`config.mk`:
```
export PLATFORM = sky130hd
export DESIGN_NAME = vectored_interrupt_controller
export DESIGN_NICKNAME = d
export VERILOG_FILES = /design/src/rtl/vic_pkg.sv /design/src/rtl/vectored_interrupt_controller.sv
export SDC_FILE = /design/constraint.sdc
export NUM_CORES = 1
export LEC_CHECK = 0
export ABC_AREA = 1
export BUFFER_PORTS_ARGS = -buffer_cell sky130_fd_sc_hd__buf_2
export CAP_MARGIN = 0
export CORE_MARGIN = 10
export CORE_UTILIZATION = 47
export CTS_CLUSTER_DIAMETER = 40
export DETAILED_ROUTE_END_ITERATION = 8
export GPL_ROUTABILITY_DRIVEN = 0
export MAX_ROUTING_LAYER = met4
export PLACE_DENSITY = 0.77
export SYNTH_ARGS = -nofsm -noshare
export SYNTH_HDL_FRONTEND = slang
export SYNTH_SLANG_ARGS = --single-unit
```
`constraint.sdc`:
```
create_clock -name ref_clk -period 1.3 [get_ports ref_clk]
set_clock_uncertainty 0.05 [all_clocks]
set_input_delay 0.13 -clock ref_clk [delete_from_list [all_inputs] [get_ports ref_clk]]
set_output_delay 0.13 -clock ref_clk [all_outputs]
set_load 0.03 [all_outputs]
```
`src/rtl/vic_pkg.sv`:
```
// Constants and types of the vectored interrupt controller
package vic_pkg;

    // =========================================================
    // Register word indices (byte address is four times these)
    localparam logic [15:0] WAKE_EDGE_IDX  = 16'hff90;
    localparam logic [15:0] REQ_EDGE_IDX   = 16'hfff2;
    localparam logic [15:0] ENABLE_1_IDX   = 16'hfff3;
    localparam logic [15:0] ENABLE_2_IDX   = 16'hfff4;
    localparam logic [15:0] FLAGS_1_IDX    = 16'hfff6;
    localparam logic [15:0] FLAGS_2_IDX    = 16'hfff7;
    localparam logic [15:0] WAKE_FLAGS_IDX = 16'hfff9;

    // =========================================================
    // Reset values
    localparam logic [7:0] WAKE_EDGE_RST  = 8'h00;
    localparam logic [7:0] REQ_EDGE_RST   = 8'he0;
    localparam logic [7:0] ENABLE_RST     = 8'h00;
    localparam logic [7:0] FLAGS_1_RST    = 8'h20;
    localparam logic [7:0] FLAGS_2_RST    = 8'h00;
    localparam logic [7:0] WAKE_FLAGS_RST = 8'h00;

    // =========================================================
    // Field positions
    localparam int EDGE_FIXED_MASK_POS = 5;
    localparam logic [7:0] EDGE_FIXED_ONES = 8'he0;
    localparam int F1_WAKE    = 5;
    localparam int F1_SYNC    = 6;
    localparam int F1_TIMER_A = 7;
    localparam int F2_ASYNC_CTR = 0;
    localparam int F2_TIMER_C   = 1;
    localparam int F2_TIMER_FL  = 2;
    localparam int F2_TIMER_FH  = 3;
    localparam int F2_TIMER_G   = 4;
    localparam int F2_ADC       = 6;
    localparam int F2_DIRECT    = 7;

    // =========================================================
    // Vector numbers
    localparam logic [4:0] VEC_PIN0    = 5'h04;
    localparam logic [4:0] VEC_WAKE    = 5'h09;
    localparam logic [4:0] VEC_SYNC    = 5'h0a;
    localparam logic [4:0] VEC_TIMER_A = 5'h0b;
    localparam logic [4:0] VEC_ASYNC   = 5'h0c;
    localparam logic [4:0] VEC_TIMER_C = 5'h0d;
    localparam logic [4:0] VEC_FL      = 5'h0e;
    localparam logic [4:0] VEC_FH      = 5'h0f;
    localparam logic [4:0] VEC_G       = 5'h10;
    localparam logic [4:0] VEC_SER1    = 5'h11;
    localparam logic [4:0] VEC_SER2    = 5'h12;
    localparam logic [4:0] VEC_ADC     = 5'h13;
    localparam logic [4:0] VEC_DIRECT  = 5'h14;
    // Vectors 0 to 3 and 10 never dispatch
    localparam logic [31:0] VEC_RESERVED = 32'h0000040f;

    // =========================================================
    // Peripheral events, one-cycle pulses except the serial levels
    typedef struct packed {
        logic       sync_serial_done;
        logic       timer_a_ovf;
        logic       async_ctr_ovf;
        logic       timer_c_ovf;
        logic       timer_c_udf;
        logic       timer_fl_cmp;
        logic       timer_fl_ovf;
        logic       timer_fh_cmp;
        logic       timer_fh_ovf;
        logic       timer_g_cap;
        logic       timer_g_ovf;
        logic       adc_done;
        logic [5:0] serial1_req;
        logic [5:0] serial2_req;
    } periph_events_t;

    // Request handed to the core
    typedef struct packed {
        logic        pending;
        logic [4:0]  vector;
        logic [15:0] address;
    } core_request_t;

endpackage

```
`src/rtl/vectored_interrupt_controller.sv`:
```
// Vectored interrupt controller with Avalon-MM register access
//
// What this block does
// Thirteen pin requests, twenty-four peripheral requests
// Only highest-priority pending request serviced
// Global mask blocks acceptance, flags still set
// Each pin selectable rising or falling edge
// Lower vector wins; wakeups share vector 9
// Timer C overflow and underflow use vector 13
// Eight-bit timers share vectors 14 and 15
// Capture timer events share vector 16
// Serial channel events share vectors 17, 18
// Reserved vector locations never dispatched
// Flags clear by writing zero only
// Edge select top bits read one
// Edge bit 4 serves pin 4 and trigger
// Enable registers reset to zero
// Other registers reset to documented values
// Edge bits 0-3 serve pins, timer pins
// Enable bits 4-0 gate pin requests
// Exception starts only at instruction boundary
// Signal only when flagged, enabled, unmasked; serial levels need only be unmasked
// Flags set regardless of enable bit
`timescale 1ns/100ps

module vectored_interrupt_controller
    import vic_pkg::*;
(
    input  wire logic           ref_clk,
    input  wire logic           rst_n,
    input  wire logic [15:0]    avs_address,
    input  wire logic           avs_read,
    input  wire logic           avs_write,
    input  wire logic [31:0]    avs_writedata,
    input  wire logic [3:0]     avs_byteenable,
    output logic [31:0]         avs_readdata,
    output logic                avs_waitrequest,
    input  wire logic [4:0]     ext_request_pin,
    input  wire logic [7:0]     wake_pin,
    input  wire logic           conversion_trigger_pin,
    input  wire logic           timer_c_event_pin,
    input  wire logic           timer_f_event_pin,
    input  wire periph_events_t periph_events,
    input  wire logic           sleep_direct_event,
    input  wire logic           condition_code_mask,
    input  wire logic           instr_boundary,
    output core_request_t       core_request,
    output logic                exception_start,
    output logic                conversion_trigger_edge,
    output logic                timer_c_edge,
    output logic                timer_f_edge
);

    // =========================================================
    // Helper functions
    function automatic logic edge_seen(input logic now_v, input logic old_v,
                                       input logic rising);
        edge_seen = rising ? (now_v & ~old_v) : (~now_v & old_v);
    endfunction

    function automatic logic [4:0] first_set(input logic [31:0] req);
        first_set = 5'h00;
        for (int i = 31; i >= 0; i--) begin
            if (req[i]) begin
                first_set = 5'(i);
            end
        end
    endfunction

    // =========================================================
    // Registers
    logic [7:0]  wake_edge_select_q;
    logic [4:0]  request_edge_select_q;
    logic [7:0]  source_enable_first_q;
    logic [7:0]  source_enable_second_q;
    logic [7:0]  request_flags_first_q;
    logic [7:0]  request_flags_first_d;
    logic [7:0]  request_flags_second_q;
    logic [7:0]  request_flags_second_d;
    logic [7:0]  wakeup_request_flags_q;
    logic [7:0]  wakeup_request_flags_d;
    logic        ack_q;
    logic [31:0] readdata_q;
    logic        wr_en;
    logic        rd_en;

    // =========================================================
    // Pin synchronisers and edge history
    logic [15:0] pin_meta_q;
    logic [15:0] pin_sync_q;
    logic [15:0] pin_old_q;
    logic [15:0] pin_now;
    logic [4:0]  pin_edges;
    logic [7:0]  wake_edges;

    assign pin_now = {timer_f_event_pin, timer_c_event_pin, conversion_trigger_pin,
                      wake_pin, ext_request_pin};

    // pin capture
    always_ff @(posedge ref_clk or negedge rst_n) begin
        if (!rst_n) begin
            pin_meta_q <= 16'h0000;
            pin_sync_q <= 16'h0000;
            pin_old_q  <= 16'h0000;
        end else begin
            pin_meta_q <= pin_now;
            pin_sync_q <= pin_meta_q;
            pin_old_q  <= pin_sync_q;
        end
    end

    // per pin edge choice
    always_comb begin
        for (int i = 0; i < 5; i++) begin
            pin_edges[i] = edge_seen(pin_sync_q[i], pin_old_q[i],
                                     request_edge_select_q[i]);
        end
        for (int i = 0; i < 8; i++) begin
            wake_edges[i] = edge_seen(pin_sync_q[5 + i], pin_old_q[5 + i],
                                      wake_edge_select_q[i]);
        end
    end

    // trigger pin follows bit 4
    // timer pins follow bits 3 and 1
    always_ff @(posedge ref_clk or negedge rst_n) begin
        if (!rst_n) begin
            conversion_trigger_edge <= 1'b0;
            timer_c_edge            <= 1'b0;
            timer_f_edge            <= 1'b0;
        end else begin
            conversion_trigger_edge <= edge_seen(pin_sync_q[13], pin_old_q[13],
                                                 request_edge_select_q[4]);
            timer_c_edge <= edge_seen(pin_sync_q[14], pin_old_q[14],
                                      request_edge_select_q[1]);
            timer_f_edge <= edge_seen(pin_sync_q[15], pin_old_q[15],
                                      request_edge_select_q[3]);
        end
    end

    // =========================================================
    // Avalon-MM slave, one wait cycle per access
    assign avs_waitrequest = (avs_read | avs_write) & ~ack_q;
    assign wr_en           = avs_write & ack_q & avs_byteenable[0];
    assign rd_en           = avs_read & ~ack_q;
    assign avs_readdata    = readdata_q;

    always_ff @(posedge ref_clk or negedge rst_n) begin
        if (!rst_n) begin
            ack_q <= 1'b0;
        end else begin
            ack_q <= (avs_read | avs_write) & ~ack_q;
        end
    end

    // fixed ones in edge select
    always_ff @(posedge ref_clk or negedge rst_n) begin
        if (!rst_n) begin
            readdata_q <= 32'h00000000;
        end else if (rd_en) begin
            case (avs_address)
                WAKE_EDGE_IDX:  readdata_q <= {24'h000000, wake_edge_select_q};
                REQ_EDGE_IDX:   readdata_q <= {24'h000000, EDGE_FIXED_ONES[7:5],
                                               request_edge_select_q};
                ENABLE_1_IDX:   readdata_q <= {24'h000000, source_enable_first_q};
                ENABLE_2_IDX:   readdata_q <= {24'h000000, source_enable_second_q};
                FLAGS_1_IDX:    readdata_q <= {24'h000000, request_flags_first_q};
                FLAGS_2_IDX:    readdata_q <= {24'h000000, request_flags_second_q};
                WAKE_FLAGS_IDX: readdata_q <= {24'h000000, wakeup_request_flags_q};
                default:        readdata_q <= 32'h00000000;
            endcase
        end
    end

    // =========================================================
    // Configuration registers
    // enables start cleared
    // edge selects reset values
    always_ff @(posedge ref_clk or negedge rst_n) begin
        if (!rst_n) begin
            wake_edge_select_q     <= WAKE_EDGE_RST;
            request_edge_select_q  <= REQ_EDGE_RST[4:0];
            source_enable_first_q  <= ENABLE_RST;
            source_enable_second_q <= ENABLE_RST;
        end else if (wr_en) begin
            case (avs_address)
                WAKE_EDGE_IDX: wake_edge_select_q     <= avs_writedata[7:0];
                REQ_EDGE_IDX:  request_edge_select_q  <= avs_writedata[4:0];
                ENABLE_1_IDX:  source_enable_first_q  <= avs_writedata[7:0];
                ENABLE_2_IDX:  source_enable_second_q <= avs_writedata[7:0];
                default:       ;
            endcase
        end
    end

    // =========================================================
    // Request flags
    logic [7:0] set_first;
    logic [7:0] set_second;
    logic [7:0] keep_first;
    logic [7:0] keep_second;
    logic [7:0] keep_wake;

    // flags set whatever the enables
    // timer C pair feeds one flag
    // compare and overflow share flag
    // capture and overflow share flag
    always_comb begin
        set_first             = 8'h00;
        set_first[4:0]        = pin_edges;
        set_first[F1_WAKE]    = |wake_edges;
        set_first[F1_SYNC]    = periph_events.sync_serial_done;
        set_first[F1_TIMER_A] = periph_events.timer_a_ovf;
        set_second               = 8'h00;
        set_second[F2_ASYNC_CTR] = periph_events.async_ctr_ovf;
        set_second[F2_TIMER_C]   = periph_events.timer_c_ovf | periph_events.timer_c_udf;
        set_second[F2_TIMER_FL]  = periph_events.timer_fl_cmp | periph_events.timer_fl_ovf;
        set_second[F2_TIMER_FH]  = periph_events.timer_fh_cmp | periph_events.timer_fh_ovf;
        set_second[F2_TIMER_G]   = periph_events.timer_g_cap | periph_events.timer_g_ovf;
        set_second[F2_ADC]       = periph_events.adc_done;
        set_second[F2_DIRECT]    = sleep_direct_event;
    end

    // write zero clears, one keeps
    always_comb begin
        keep_first  = 8'hff;
        keep_second = 8'hff;
        keep_wake   = 8'hff;
        if (wr_en) begin
            case (avs_address)
                FLAGS_1_IDX:    keep_first  = avs_writedata[7:0];
                FLAGS_2_IDX:    keep_second = avs_writedata[7:0];
                WAKE_FLAGS_IDX: keep_wake   = avs_writedata[7:0];
                default:        ;
            endcase
        end
        request_flags_first_d  = (request_flags_first_q & keep_first) | set_first;
        request_flags_second_d = (request_flags_second_q & keep_second) | set_second;
        wakeup_request_flags_d = (wakeup_request_flags_q & keep_wake) | wake_edges;
    end

    // flag reset values
    always_ff @(posedge ref_clk or negedge rst_n) begin
        if (!rst_n) begin
            request_flags_first_q  <= FLAGS_1_RST;
            request_flags_second_q <= FLAGS_2_RST;
            wakeup_request_flags_q <= WAKE_FLAGS_RST;
        end else begin
            request_flags_first_q  <= request_flags_first_d;
            request_flags_second_q <= request_flags_second_d;
            wakeup_request_flags_q <= wakeup_request_flags_d;
        end
    end

    // =========================================================
    // Priority selection
    logic [31:0] vec_req;
    logic [4:0]  winner;
    logic        any_req;

    // flag and enable both needed, except serial levels taken directly
    // enable bits gate pin requests
    // six serial events per vector
    always_comb begin
        vec_req = 32'h00000000;
        for (int i = 0; i < 5; i++) begin
            vec_req[VEC_PIN0 + 5'(i)] = request_flags_first_q[i] & source_enable_first_q[i];
        end
        vec_req[VEC_WAKE]    = request_flags_first_q[F1_WAKE] & source_enable_first_q[F1_WAKE];
        vec_req[VEC_SYNC]    = request_flags_first_q[F1_SYNC] & source_enable_first_q[F1_SYNC];
        vec_req[VEC_TIMER_A] = request_flags_first_q[F1_TIMER_A]
                               & source_enable_first_q[F1_TIMER_A];
        vec_req[VEC_ASYNC]   = request_flags_second_q[F2_ASYNC_CTR]
                               & source_enable_second_q[F2_ASYNC_CTR];
        vec_req[VEC_TIMER_C] = request_flags_second_q[F2_TIMER_C]
                               & source_enable_second_q[F2_TIMER_C];
        vec_req[VEC_FL]      = request_flags_second_q[F2_TIMER_FL]
                               & source_enable_second_q[F2_TIMER_FL];
        vec_req[VEC_FH]      = request_flags_second_q[F2_TIMER_FH]
                               & source_enable_second_q[F2_TIMER_FH];
        vec_req[VEC_G]       = request_flags_second_q[F2_TIMER_G]
                               & source_enable_second_q[F2_TIMER_G];
        vec_req[VEC_SER1]    = |periph_events.serial1_req;
        vec_req[VEC_SER2]    = |periph_events.serial2_req;
        vec_req[VEC_ADC]     = request_flags_second_q[F2_ADC]
                               & source_enable_second_q[F2_ADC];
        vec_req[VEC_DIRECT]  = request_flags_second_q[F2_DIRECT]
                               & source_enable_second_q[F2_DIRECT];
        // reserved vectors removed
        vec_req = vec_req & ~VEC_RESERVED;
    end

    // lowest vector number wins
    // priority falls with vector
    assign winner  = first_set(vec_req);
    assign any_req = |vec_req;

    // global mask holds off
    // start only at boundary
    always_ff @(posedge ref_clk or negedge rst_n) begin
        if (!rst_n) begin
            core_request    <= '0;
            exception_start <= 1'b0;
        end else begin
            core_request.pending <= any_req & ~condition_code_mask;
            core_request.vector  <= winner;
            core_request.address <= {10'h000, winner, 1'b0};
            exception_start      <= any_req & ~condition_code_mask & instr_boundary;
        end
    end

endmodule

```
# Word-level counts from Yosys, hierarchy flattened
# Index checks and enable logic that the tools add are counted.
dict set report op_classes {
  n_mux 39
  n_eq_ne 7
  bitwise 97
  reduce_logical 8
}
# operator n
set op_table {}
lappend op_table {{16-bit equality test (second input constant)} 7}
lappend op_table {{5-bit two-way mux} 16}
lappend op_table {{8-bit one-hot mux with 7 select lines} 1}
lappend op_table {{1-bit bitwise AND} 52}
lappend op_table {{8-bit two-way mux} 6}
lappend op_table {{1-bit NOT} 34}
lappend op_table {{26-bit OR reduction} 1}
lappend op_table {{8-bit bitwise AND} 3}
lappend op_table {{8-bit OR} 3}
lappend op_table {{1-bit two-way mux} 16}
lappend op_table {{6-bit OR reduction} 2}
lappend op_table {{2-bit AND reduction} 4}
lappend op_table {{8-bit OR reduction} 1}
lappend op_table {{1-bit OR} 5}
dict set report totals {
  elab_cells 169
  ff_bits 144
}

# Logic depth before layout (Yosys ltp)
# Gate-level depths: netlist (run 1).
dict set report depth {
  depth_word 17
  mapped_depth 14
  depth_no_buf 14
}

# Least setup slack after synthesis (run 1)
# Ideal clock, no wire load.
dict set report synth_timing {
  kind {input -> register}
  startpoint {in avs_address[2]}
  endpoint {reg wake_edge_select_q[6]}
  n_path_buf 1
  setup_ps 119
  cell_stages 6
  arrival_ps 1261
  required_time_ps 1131
  path_slack_ps -130
  path_cell_list {or2_4 nor4_4 nand2_4 buf_6 nand2_2 o21ai_2}
}
dict set report synth_via {
  elab_chain_len 2
}
# item line_no
set synth_lines {}
lappend synth_lines {{start: declaration} vectored_interrupt_controller.sv:31} ;# input wire logic [15:0] avs_address,
lappend synth_lines {{16-bit equality test} vectored_interrupt_controller.sv:186} ;# case (avs_address)
lappend synth_lines {{2-bit AND reduction (no source line)} n/a}
lappend synth_lines {{end signal: assignment} vectored_interrupt_controller.sv:187} ;# WAKE_EDGE_IDX: wake_edge_select_q <= avs_writedata[7:0];
lappend synth_lines {{end: declaration} vectored_interrupt_controller.sv:72} ;# logic [7:0] wake_edge_select_q;
# Every way passes these cells.
# A chain may end at the register's enable or synchronous reset.

# Final worst setup path (run 1)
dict set report layout_timing {
  startpoint {reg source_enable_first_q[0]}
  endpoint {reg core_request[1] (netlist name)}
}
dict set report layout_via {
  elab_chain_len 2
}
# item line_no
set layout_lines {}
lappend layout_lines {{start: declaration} vectored_interrupt_controller.sv:74} ;# logic [7:0] source_enable_first_q;
lappend layout_lines {{start signal: assignment} vectored_interrupt_controller.sv:189} ;# ENABLE_1_IDX: source_enable_first_q <= avs_writedata[7:0];
lappend layout_lines {{1-bit bitwise AND} vectored_interrupt_controller.sv:267} ;# vec_req[VEC_PIN0 + 5'(i)] = request_flags_first_q[i] & source_enable_first_q[i];
lappend layout_lines {{5-bit two-way mux} vectored_interrupt_controller.sv:64} ;# if (req[i]) begin
lappend layout_lines {{net winner[0]} vectored_interrupt_controller.sv:258} ;# logic [4:0] winner;
lappend layout_lines {{end: declaration} vectored_interrupt_controller.sv:47} ;# output core_request_t core_request,
# The timed path passes the listed nets, and every way through them passes these cells.

==> results of run 1 <==
==> power groups by stage <==
stage          registers, mW  logic (mW)  clock network [mW]
2_1_floorplan           3.94       0.355                   0
3_3_place_gp            3.92       0.574                   0
3_5_place_dp            3.93       0.584                   0
4_1_cts                 3.87       0.709                5.16
5_1_grt                 3.88       0.818                5.39
6_report                3.87       0.752                5.18
==> Yosys cell counts <==
master	n
a21oi_1	12
a31oi_1	1
and2_1	1
buf_1	1
buf_2	6
buf_4	40
buf_6	1
clkbuf_1	1
clkinv_1	1
conb_1	1
dfrtp_1	119
dfstp_2	1
inv_1	64
nand2_1	142
nand2_2	2
nand2_4	1
nand3_1	28
nand3_2	2
nand4_1	4
nor2_1	54
nor2_2	2
nor3_1	4
nor3_4	2
nor3b_1	1
nor4_1	5
nor4_4	1
o2111ai_1	3
o211ai_1	5
o21ai_0	56
o21ai_2	8
o21bai_1	9
o22ai_1	6
or2_2	1
or2_4	1
==> cell type report <==
| type | count | area (um2) | area share |
|---|---|---|---|
| clock buffer | 19 | 453 | 0.0577 |
| clock inverter | 13 | 200 | 0.0255 |
| inverter | 65 | 251 | 0.0320 |
| multi-input combinational | 389 | 2110 | 0.269 |
| sequential | 120 | 3000 | 0.383 |
| tap | 140 | 175 | 0.0223 |
| timing repair buffer | 222 | 1640 | 0.209 |
| timing repair inverter | 1 | 8.76 | 0.00112 |
==> flip-flops by register name, summed over array words and instances (netlist names), 5 cells and up <==
register,flops
request_flags_first_q,8
wakeup_request_flags_q,8
pin_sync_q,16
source_enable_second_q,8
request_edge_select_q,5
request_flags_second_q,8
pin_meta_q,16
avs_readdata,8
pin_old_q,16
wake_edge_select_q,8
core_request,6
source_enable_first_q,8
==> how the worst max path moves through the flow <==
stage	slack (ns)	start	depth (start not counted)	end
after floorplan	-0.13	avs_address[2]	6	wake_edge_select_q[6]
after detailed placement	-0.40	avs_address[14]	7	source_enable_first_q[5]
after CTS	-0.12	request_flags_second_q[6]	14	core_request[1]
after global routing	-0.27	request_flags_first_q[2]	7	exception_start
final	-0.23	source_enable_first_q[0]	9	core_request[1]
after global placement	-0.30	avs_address[2]	6	request_edge_select_q[4]
==> metrics by stage <==
stage	cell area (um2)	setup slack, ns
2_1_floorplan	5430	-0.128
6_report	7850	-0.226
5_1_grt	7850	-0.270
3_3_place_gp	6270	-0.296
4_1_cts	7530	-0.122
3_5_place_dp	6270	-0.405
==> cells in the final DEF (no fill, tap or decap), drive strengths merged, types with 9 or more instances in the layout <==
master,count
nand3,31
o21bai,9
a21oi,12
clkbuf,19
dfrtp,119
dlygate4sd3,40
inv,66
o21ai,64
nor2,57
buf,182
conb,35
nand2,146
==> kinds of logic after synthesis <==
logic type | after synthesis
other | 1
and+or+nand+nor | 251
DFF | 120
AOI/OAI and AO/OA | 100
buffers and inverters | 114
==> layer usage <==
metal	vias to the layer above	wire length [um]	global-route usage
met5	-	0	-
li1	2281	-	-
met4	0	995	0.106
met3	92	1990	0.0763
met1	2406	6200	0.214
met2	377	8220	0.315
==> what timing repair did <==
item	4_1_cts	5_1_grt
endpoints found under the hold margin	123	0
endpoints found under the setup margin	32	42
hold buffers	40	0
buffers inserted	13	10
gates resized for setup	28	83
cloned	1	4
pin swaps	10	28
==> worst max-delay path, cell delays in order, from the launching register on <==
cell	delay (ns)
dfrtp_1	0.39
nand2_2	0.09
buf_4	0.13
buf_4	0.12
buf_4	0.12
buf_4	0.12
buf_4	0.12
buf_4	0.11
inv_1	0.10
a21oi_4	0.05
==> impl_metrics.json, run 1 <==
{
  "r2r_start": "source_enable_first_q[0]",
  "max_freq_mhz": 655,
  "areaGrowthSynthToFinish_pct": 48.7,
  "setup_viol_count_final": 23,
  "cts_tree": "yes",
  "internal_power_mw": 7.60,
  "grt_util_all_layers": 0.199,
  "path_clk_slew_ns": 0.06,
  "antenna_cells": 0,
  "finalMaxSlewViolations": 0,
  "drtIter0Drc": 545,
  "ys_seq_elements": 120,
  "setup_slack_ns": -0.226,
  "path_max_fanout": 2,
  "yosysTopAreaCell": "dfrtp_1",
  "rsz0062_at_grt": "true",
  "antenna_found_initial": 0,
  "p_switching_mw": 2.21,
  "power_mw": 9.80,
  "nNetsFinal": 915,
  "final_util": 0.718,
  "first_pass_iters": 5,
  "power_frac_seq": 0.395,
  "clk_path_buf_depth": 2,
  "peakVddDrop_v": 0.000855,
  "yosys_warnings": 0,
  "p_leak_nw": 4.02,
  "status": "complete, but fails checks",
  "r2r_cells": 9,
  "holdWs_ns": 0.0891,
  "hold_path.class": "primary input to register",
  "p_clk_frac": 0.529,
  "start_kind": "register",
  "dp_hpwl_um": 10600,
  "dieHeight_um": 126,
  "synth_top_area_frac": 0.564,
  "arrival_ns": 1.76,
  "routed-via-count": 5156,
  "synth_compound_area_frac": 0.111,
  "stdcell_count": 969,
  "grt_pass1_wl_um": 25100,
  "synthSimpleGateAreaFrac": 0.207,
  "synth_top_family_by_area": "simple AND/OR/NAND/NOR gates",
  "cts_buffers": 17,
  "routed_wl_um": 17400,
  "min_period_ns": 1.53,
  "dp_cells": 871,
  "hp-start": "avs_read",
  "rows": 38,
  "io_pins": 158,
  "viasPerCell": 5.32,
  "syn_area_mm2": 0.00528,
  "die_width_um": 126,
  "drc": 0,
  "syn_avg_cell_area_um2": 9.01,
  "netlist_instances": 586,
  "root_buffer": "clkbuf_16",
  "hold_violations": 0,
  "worstSetupPathType": "register to register",
  "final_layout_size_suffix_gt1_frac": 0.353,
  "grt_max_degree": 31,
  "regToRegSetupSlack_ns": -0.23,
  "rr_endpoint": "core_request[1]",
  "fillCellCount": 733,
  "synthMuxAreaShare": 0,
  "cts_num_sinks": 120,
  "p_per_area_mw_per_mm2": 1250,
  "ys_types": 34,
  "maxCapViolCount": 0,
  "synthAdderAreaFrac": 0,
  "clock_latency_ns": 0.41,
  "failed_checks": "setup timing",
  "start_util": 0.483,
  "p_comb_frac": 0.077,
  "crit_required_ns": 1.54,
  "die_area_mm2": 0.0159,
  "switching_share": 0.225,
  "min_path_cells": 4,
  "fin_tns_setup_ns": -1.43,
  "grt-ovfl-total": 0,
  "antenna_left": 0,
  "synthTopCellsByArea": "dfrtp_1 56%, nand2_1 10%, buf_4 5.7%, o21ai_0 5.3%, inv_1 4.6%",
  "grt_pass1_vias": 5185,
  "hold_end": "ack_q",
  "portBuffers": 95,
  "crit_path_end_kind": "register",
  "wl_per_cell_um": 18.0,
  "ys_seq_area_frac": 0.569,
  "htreeDepth": 4,
  "fin_crit_sh": 1.17,
  "core_mm2": 0.0109,
  "synthXorXnorAreaFrac": 0
}
No activity file was read; power rests on OpenSTA's default activity.
==> run 2: changes to the inputs <==
--- a/config.mk
+++ b/config.mk
@@ -9,12 +9,12 @@
 export BUFFER_PORTS_ARGS = -buffer_cell sky130_fd_sc_hd__buf_2
 export CAP_MARGIN = 0
 export CORE_MARGIN = 10
-export CORE_UTILIZATION = 47
+export CORE_UTILIZATION = 45
 export CTS_CLUSTER_DIAMETER = 40
 export DETAILED_ROUTE_END_ITERATION = 8
 export GPL_ROUTABILITY_DRIVEN = 0
 export MAX_ROUTING_LAYER = met4
-export PLACE_DENSITY = 0.77
+export PLACE_DENSITY = 0.71
 export SYNTH_ARGS = -nofsm -noshare
 export SYNTH_HDL_FRONTEND = slang
 export SYNTH_SLANG_ARGS = --single-unit
==> constraint.sdc (replaced) <==
create_clock -name ref_clk -period 1.55 [get_ports ref_clk]
set_clock_uncertainty 0.05 [all_clocks]
set_input_delay 0.155 -clock ref_clk [delete_from_list [all_inputs] [get_ports ref_clk]]
set_output_delay 0.155 -clock ref_clk [all_outputs]
set_load 0.03 [all_outputs]
==> impl_metrics.json, run 2 (same netlist as run 1, synthesis figures left out) <==
{
  "path_clk_slew_ns": 0.05,
  "start_util": 0.460,
  "portBuffers": 95,
  "dieHeight_um": 128,
  "hold_violations": 0,
  "rows": 39,
  "root_buffer": "clkbuf_16",
  "cts_tree": "yes",
  "crit_path_end_kind": "register",
  "arrival_ns": 1.74,
  "grt-ovfl-total": 0,
  "clk_path_buf_depth": 2,
  "p_per_area_mw_per_mm2": 1130,
  "crit_buf_inv": 1,
  "antenna_left": 0,
  "crit_required_ns": 1.83,
  "maxCapViolCount": 0,
  "status": "finished clean",
  "grt_util_all_layers": 0.168,
  "routed-via-count": 4503,
  "viasPerCell": 4.96,
  "crit_chain": "inv_1, nor2_1, nand2_1, o21ai_0, nor2_1, nand3_1, nor4_1, nand2_1",
  "fin_crit_sh": 0.946,
  "slew_headroom": 0.634,
  "first_pass_iters": 5,
  "r2r_cells": 8,
  "min_period_ns": 1.47,
  "setup_viol_count_final": 0,
  "hold_path.class": "primary input to register",
  "regToRegSetupSlack_ns": 0.08,
  "final_cell_mix": "138 x nand2_1, 119 x dfrtp_1, 94 x buf_2",
  "power_mw": 8.00,
  "slowest_stage": "dfrtp_1",
  "rsz0062_at_grt": "true",
  "start_kind": "register",
  "drtIter0Drc": 279,
  "wl_per_cell_um": 14.8,
  "antenna_found_initial": 0,
  "routed_wl_um": 13400,
  "worstMarginPinSlew_ns": 0.543,
  "max_freq_mhz": 682,
  "io_pins": 158,
  "p_leak_nw": 3.69,
  "dp_cells": 835,
  "nNetsFinal": 851,
  "grt_pass1_wl_um": 21700,
  "cts_buffers": 17,
  "final_layout_size_suffix_gt1_frac": 0.238,
  "path_max_fanout": 2,
  "crit_family": "simple AND/OR/NAND/NOR gates",
  "finalMaxSlewViolations": 0,
  "areaGrowthSynthToFinish_pct": 34.3,
  "die_area_mm2": 0.0165,
  "clock_latency_ns": 0.41,
  "die_width_um": 128,
  "antenna_cells": 0,
  "dp_hpwl_um": 9810,
  "htreeDepth": 4,
  "reg_top3": "pin_meta_q (16), pin_old_q (16), pin_sync_q (16)",
  "core_mm2": 0.0115,
  "fillCellCount": 936,
  "stdcell_count": 908,
  "crit_path_max_incr_delay_ns": 0.37,
  "drc": 0,
  "worstSetupPathType": "register to register",
  "grt_max_degree": 51,
  "crit_cells": 8,
  "cts_num_sinks": 120,
  "layout_commonest_cell": "nand2_1",
  "grt_pass1_vias": 4584,
  "peakVddDrop_v": 0.000812,
  "min_path_cells": 3
}
==> run 2: cell count changes in the layout (fill, tap and decap cells not counted), sizes merged <==
cell | before | now
dlygate4sd3 | 40 | 39
clkinv | 7 | 5
nand3 | 31 | 30
nand2 | 146 | 145
clkinvlp | 1 | 0
buf | 182 | 123
clkbuf | 19 | 23
nor2 | 57 | 56
inv | 66 | 64
==> run 2: power by group <==
group / switching [mW] / internal, mW / total (mW)
clock: 1.29 / 2.92 / 4.21
sequential: 0.0322 / 3.21 / 3.24
combinational: 0.348 / 0.198 / 0.546
==> run 2: worst reg2reg max path: stages, from the launching register on <==
cell and delay, ns:
dfrtp_1 0.37, inv_1 0.07, nor2_1 0.04, nand2_1 0.04, o21ai_0 0.21, nor2_1 0.17, nand3_1 0.11, nor4_1 0.24
nand2_1 0.09
==> run 2: path summary, 6_finish.rpt <==
check                                  from                       end
min in group asynchronous             rst_n              pin_old_q[5]
hold / removal             avs_writedata[6]     wake_edge_select_q[6]
max in group asynchronous             rst_n  request_flags_first_q[5]
setup / recovery              pin_sync_q[9]  request_flags_first_q[5]
hold reg to reg               pin_meta_q[3]             pin_sync_q[3]
setup reg to reg              pin_sync_q[9]  request_flags_first_q[5]
==> run 2: area by class of cell <==
cell class,instances,area [um2],share of cell area
clock buffer,23,468,0.0660
clock inverter,9,170,0.0240
inverter,65,245,0.0346
multi-input combinational,386,1840,0.260
sequential,120,3000,0.424
tap,143,179,0.0252
timing repair buffer,162,1180,0.166
==> run 2: what timing repair did <==
action | in CTS | in global routing
buffers inserted | 0 | 2
pin swaps | 0 | 6
endpoints found under the setup margin | 5 | 3
gates resized for setup | 1 | 11
hold buffers | 39 | 0
hold endpoints to repair | 152 | 0
==> run 2: per-layer routing <==
metal  vias up  share of wire  global-route usage
met5         -              0                   -
met3        32           0.11              0.0596
met4         0          0.027              0.0689
li1       2146              -                   -
met2       212           0.47               0.267
met1      2113           0.39               0.189
==> run 2: per-stage QoR <==
stage | setup TNS [ns] | hold slack, ns | worst slack (ns) | area, um2 | util
4_1_cts | 0 | 0.00414 | 0.00811 | 7040 | 0.614
3_5_place_dp | -2.51 | -0.0444 | -0.133 | 6010 | 0.524
5_1_grt | -0.0419 | 0.0122 | -0.0419 | 7090 | 0.618
6_report | 0 | 0.0165 | 0.0830 | 7090 | 0.618
3_3_place_gp | -0.554 | -0.0449 | -0.0587 | 6010 | 0.524
2_1_floorplan | 0 | -0.191 | 0.0954 | 5410 | -
==> run 3: changes to the inputs <==
--- a/config.mk
+++ b/config.mk
@@ -5,10 +5,9 @@
 export SDC_FILE = /design/constraint.sdc
 export NUM_CORES = 1
 export LEC_CHECK = 0
-export ABC_AREA = 1
 export BUFFER_PORTS_ARGS = -buffer_cell sky130_fd_sc_hd__buf_2
 export CAP_MARGIN = 0
-export CORE_MARGIN = 10
+export CORE_MARGIN = 4
 export CORE_UTILIZATION = 45
 export CTS_CLUSTER_DIAMETER = 40
 export DETAILED_ROUTE_END_ITERATION = 8
==> impl_metrics.json, run 3 <==
{
  "status": "finished clean",
  "ys_seq_area_frac": 0.566,
  "netlist_top_cells_count": "119 x dfrtp_1, 49 x nand2_1, 41 x buf_4",
  "synthFlopType": "dfrtp_1",
  "areaGrowthSynthToFinish_pct": 34.9,
  "cts_tree": "yes",
  "start_kind": "primary input",
  "final_cell_mix": "119 x dfrtp_1, 93 x buf_2, 50 x buf_4",
  "p_clk_frac": 0.460,
  "synth_top_area_frac": 0.561,
  "worstMarginPinSlew_ns": 0.556,
  "setup_viol_count_final": 0,
  "io_pins": 158,
  "synth_edf_count": 0,
  "rows": 39,
  "final_util": 0.625,
  "grt_pass1_vias": 4237,
  "fin_crit_sh": 0.961,
  "fillCellCount": 905,
  "path_max_fanout": 3,
  "clk_path_buf_depth": 2,
  "async_reset_ff_frac": 1.00,
  "r2r_start": "source_enable_second_q[4]",
  "slew_headroom": 0.630,
  "internal_power_mw": 5.59,
  "arrival_ns": 1.75,
  "synth.most_common_cell": "dfrtp_1",
  "path_clk_slew_ns": 0.05,
  "startpoint": "periph_events[7]",
  "routed-via-count": 4275,
  "viasPerCell": 5.32,
  "p_per_area_mw_per_mm2": 1030,
  "grt_max_degree": 75,
  "htreeDepth": 4,
  "clock_latency_ns": 0.41,
  "grt-ovfl-total": 0,
  "p_comb_frac": 0.095,
  "min_period_ns": 1.49,
  "maxCapViolCount": 0,
  "ys_types": 57,
  "hold_violations": 0,
  "power_frac_seq": 0.446,
  "layout_commonest_cell": "dfrtp_1",
  "die_width_um": 117,
  "grt_util_all_layers": 0.215,
  "final_layout_size_suffix_gt1_frac": 0.332,
  "drc": 0,
  "drtIter0Drc": 393,
  "worstSetupPathType": "primary input to register",
  "start_util": 0.463,
  "ys_seq_elements": 120,
  "crit_path_end_kind": "register",
  "crit_required_ns": 1.81,
  "core_mm2": 0.0115,
  "syn_area_mm2": 0.00531,
  "finalMaxSlewViolations": 0,
  "first_pass_iters": 5,
  "p_leak_nw": 3.28,
  "max_freq_mhz": 671,
  "syn_avg_cell_area_um2": 11.6,
  "wl_per_cell_um": 16.8,
  "dieHeight_um": 117,
  "fin_tns_setup_ns": 0,
  "portBuffers": 95,
  "dp_hpwl_um": 9850,
  "yosys_warnings": 0,
  "netlist_instances": 456,
  "antenna_left": 0,
  "grt_pass1_wl_um": 21400,
  "hold_path.class": "primary input to async pin",
  "routed_wl_um": 13500,
  "synthTopCellsByArea": "dfrtp_1 56%, buf_4 5.8%, nand2_1 3.5%, mux2_1 3.4%, nand2b_1 2.9%",
  "nNetsFinal": 747,
  "cts_buffers": 17,
  "cts_num_sinks": 120,
  "antenna_found_initial": 1,
  "switching_share": 0.243,
  "p_switching_mw": 1.80,
  "die_area_mm2": 0.0136,
  "reg_top3": "pin_meta_q (16), pin_old_q (16), pin_sync_q (16)",
  "yosysTopAreaCell": "dfrtp_1",
  "root_buffer": "clkbuf_16",
  "peakVddDrop_v": 0.000611
}
## run 3: changes by cell type after synthesis, sizes merged, moves of 5 or more
| cell | change |
|---|---|
| nand2b | +25 |
| nor2 | -27 |
| a221oi | +11 |
| a22o | +6 |
| mux2 | +33 |
| buf | -5 |
| inv | -63 |
| a22oi | +7 |
| o21bai | -9 |
| nand2 | -94 |
| nand3 | -21 |
| o22ai | -6 |
| o21ai | -32 |
## run 3: worst paths after layout
kind | cells after the start | slack, ns | to
worst max-delay path | 6 | 0.06 | exception_start
worst min-delay path | 2 | 0.01 | pin_meta_q[15]
worst max register to register | 4 | 0.08 | exception_start
worst min register to register | 0 | 0.29 | pin_sync_q[3]
max in group asynchronous | 3 | 0.71 | avs_readdata[4]
min in group ref_clk | 2 | 0.03 | source_enable_first_q[3]
## run 3: layout make-up
type	count	area, um2	share of cell area
multi-input combinational	322	2160	0.301
clock buffer	21	460	0.0643
clock inverter	9	53.8	0.00751
antenna	1	2.50	0.000349
sequential	120	3000	0.419
tap	143	179	0.0250
inverter	1	3.75	0.000524
timing repair buffer	186	1300	0.182
## run 3: power by group through the flow
stage	Sequential, mW	Combinational [mW]	Clock, mW
2_1_floorplan	3.39	0.320	0
5_1_grt	3.30	0.764	3.66
3_5_place_dp	3.34	0.615	0
3_3_place_gp	3.34	0.604	0
6_report	3.29	0.700	3.39
4_1_cts	3.29	0.693	3.47
## run 3: stage by stage
step | instances | setup slack [ns] | instance area (um2) | power [mW] | hold WS, ns
floorplan | 490 | -0.212 | 5490 | 3.71 | -0.191
global placement | 731 | -0.303 | 6210 | 3.94 | -0.0977
detailed placement | 731 | -0.335 | 6210 | 3.96 | -0.0982
CTS | 800 | 0.0415 | 7120 | 7.45 | 0.00145
global route | 803 | -0.00231 | 7160 | 7.73 | 0.0144
finish | 803 | 0.0601 | 7160 | 7.39 | 0.00994
## run 3: critical path: stages
cell and delay, ns:
buf_2 0.09, or4_4 0.52, or3_4 0.38, a2111oi_4 0.30, a31oi_1 0.14, and2_1 0.15
## run 3: what timing repair did
action,CTS,global route
hold buffers,39,1
buffers inserted,0,1
endpoints found under the setup margin,9,9
resized for setup,1,7
endpoints found under the hold margin,161,2
pin swaps,0,4
## run 3: layer usage
metal | vias to the layer above | GRT usage | part of all wire
li1 | 1959 | - | -
met1 | 2049 | 0.268 | 0.41
met2 | 238 | 0.322 | 0.47
met3 | 29 | 0.0705 | 0.096
met4 | 0 | 0.0917 | 0.024
met5 | - | - | 0
## run 3: kinds of logic after synthesis
group	share of synthesized area
multiplexers	0.0775
AO/OA/AOI/OAI	0.118
flip-flops	0.566
buffers and inverters	0.0643
other	0.000706
AND/OR/NAND/NOR	0.174
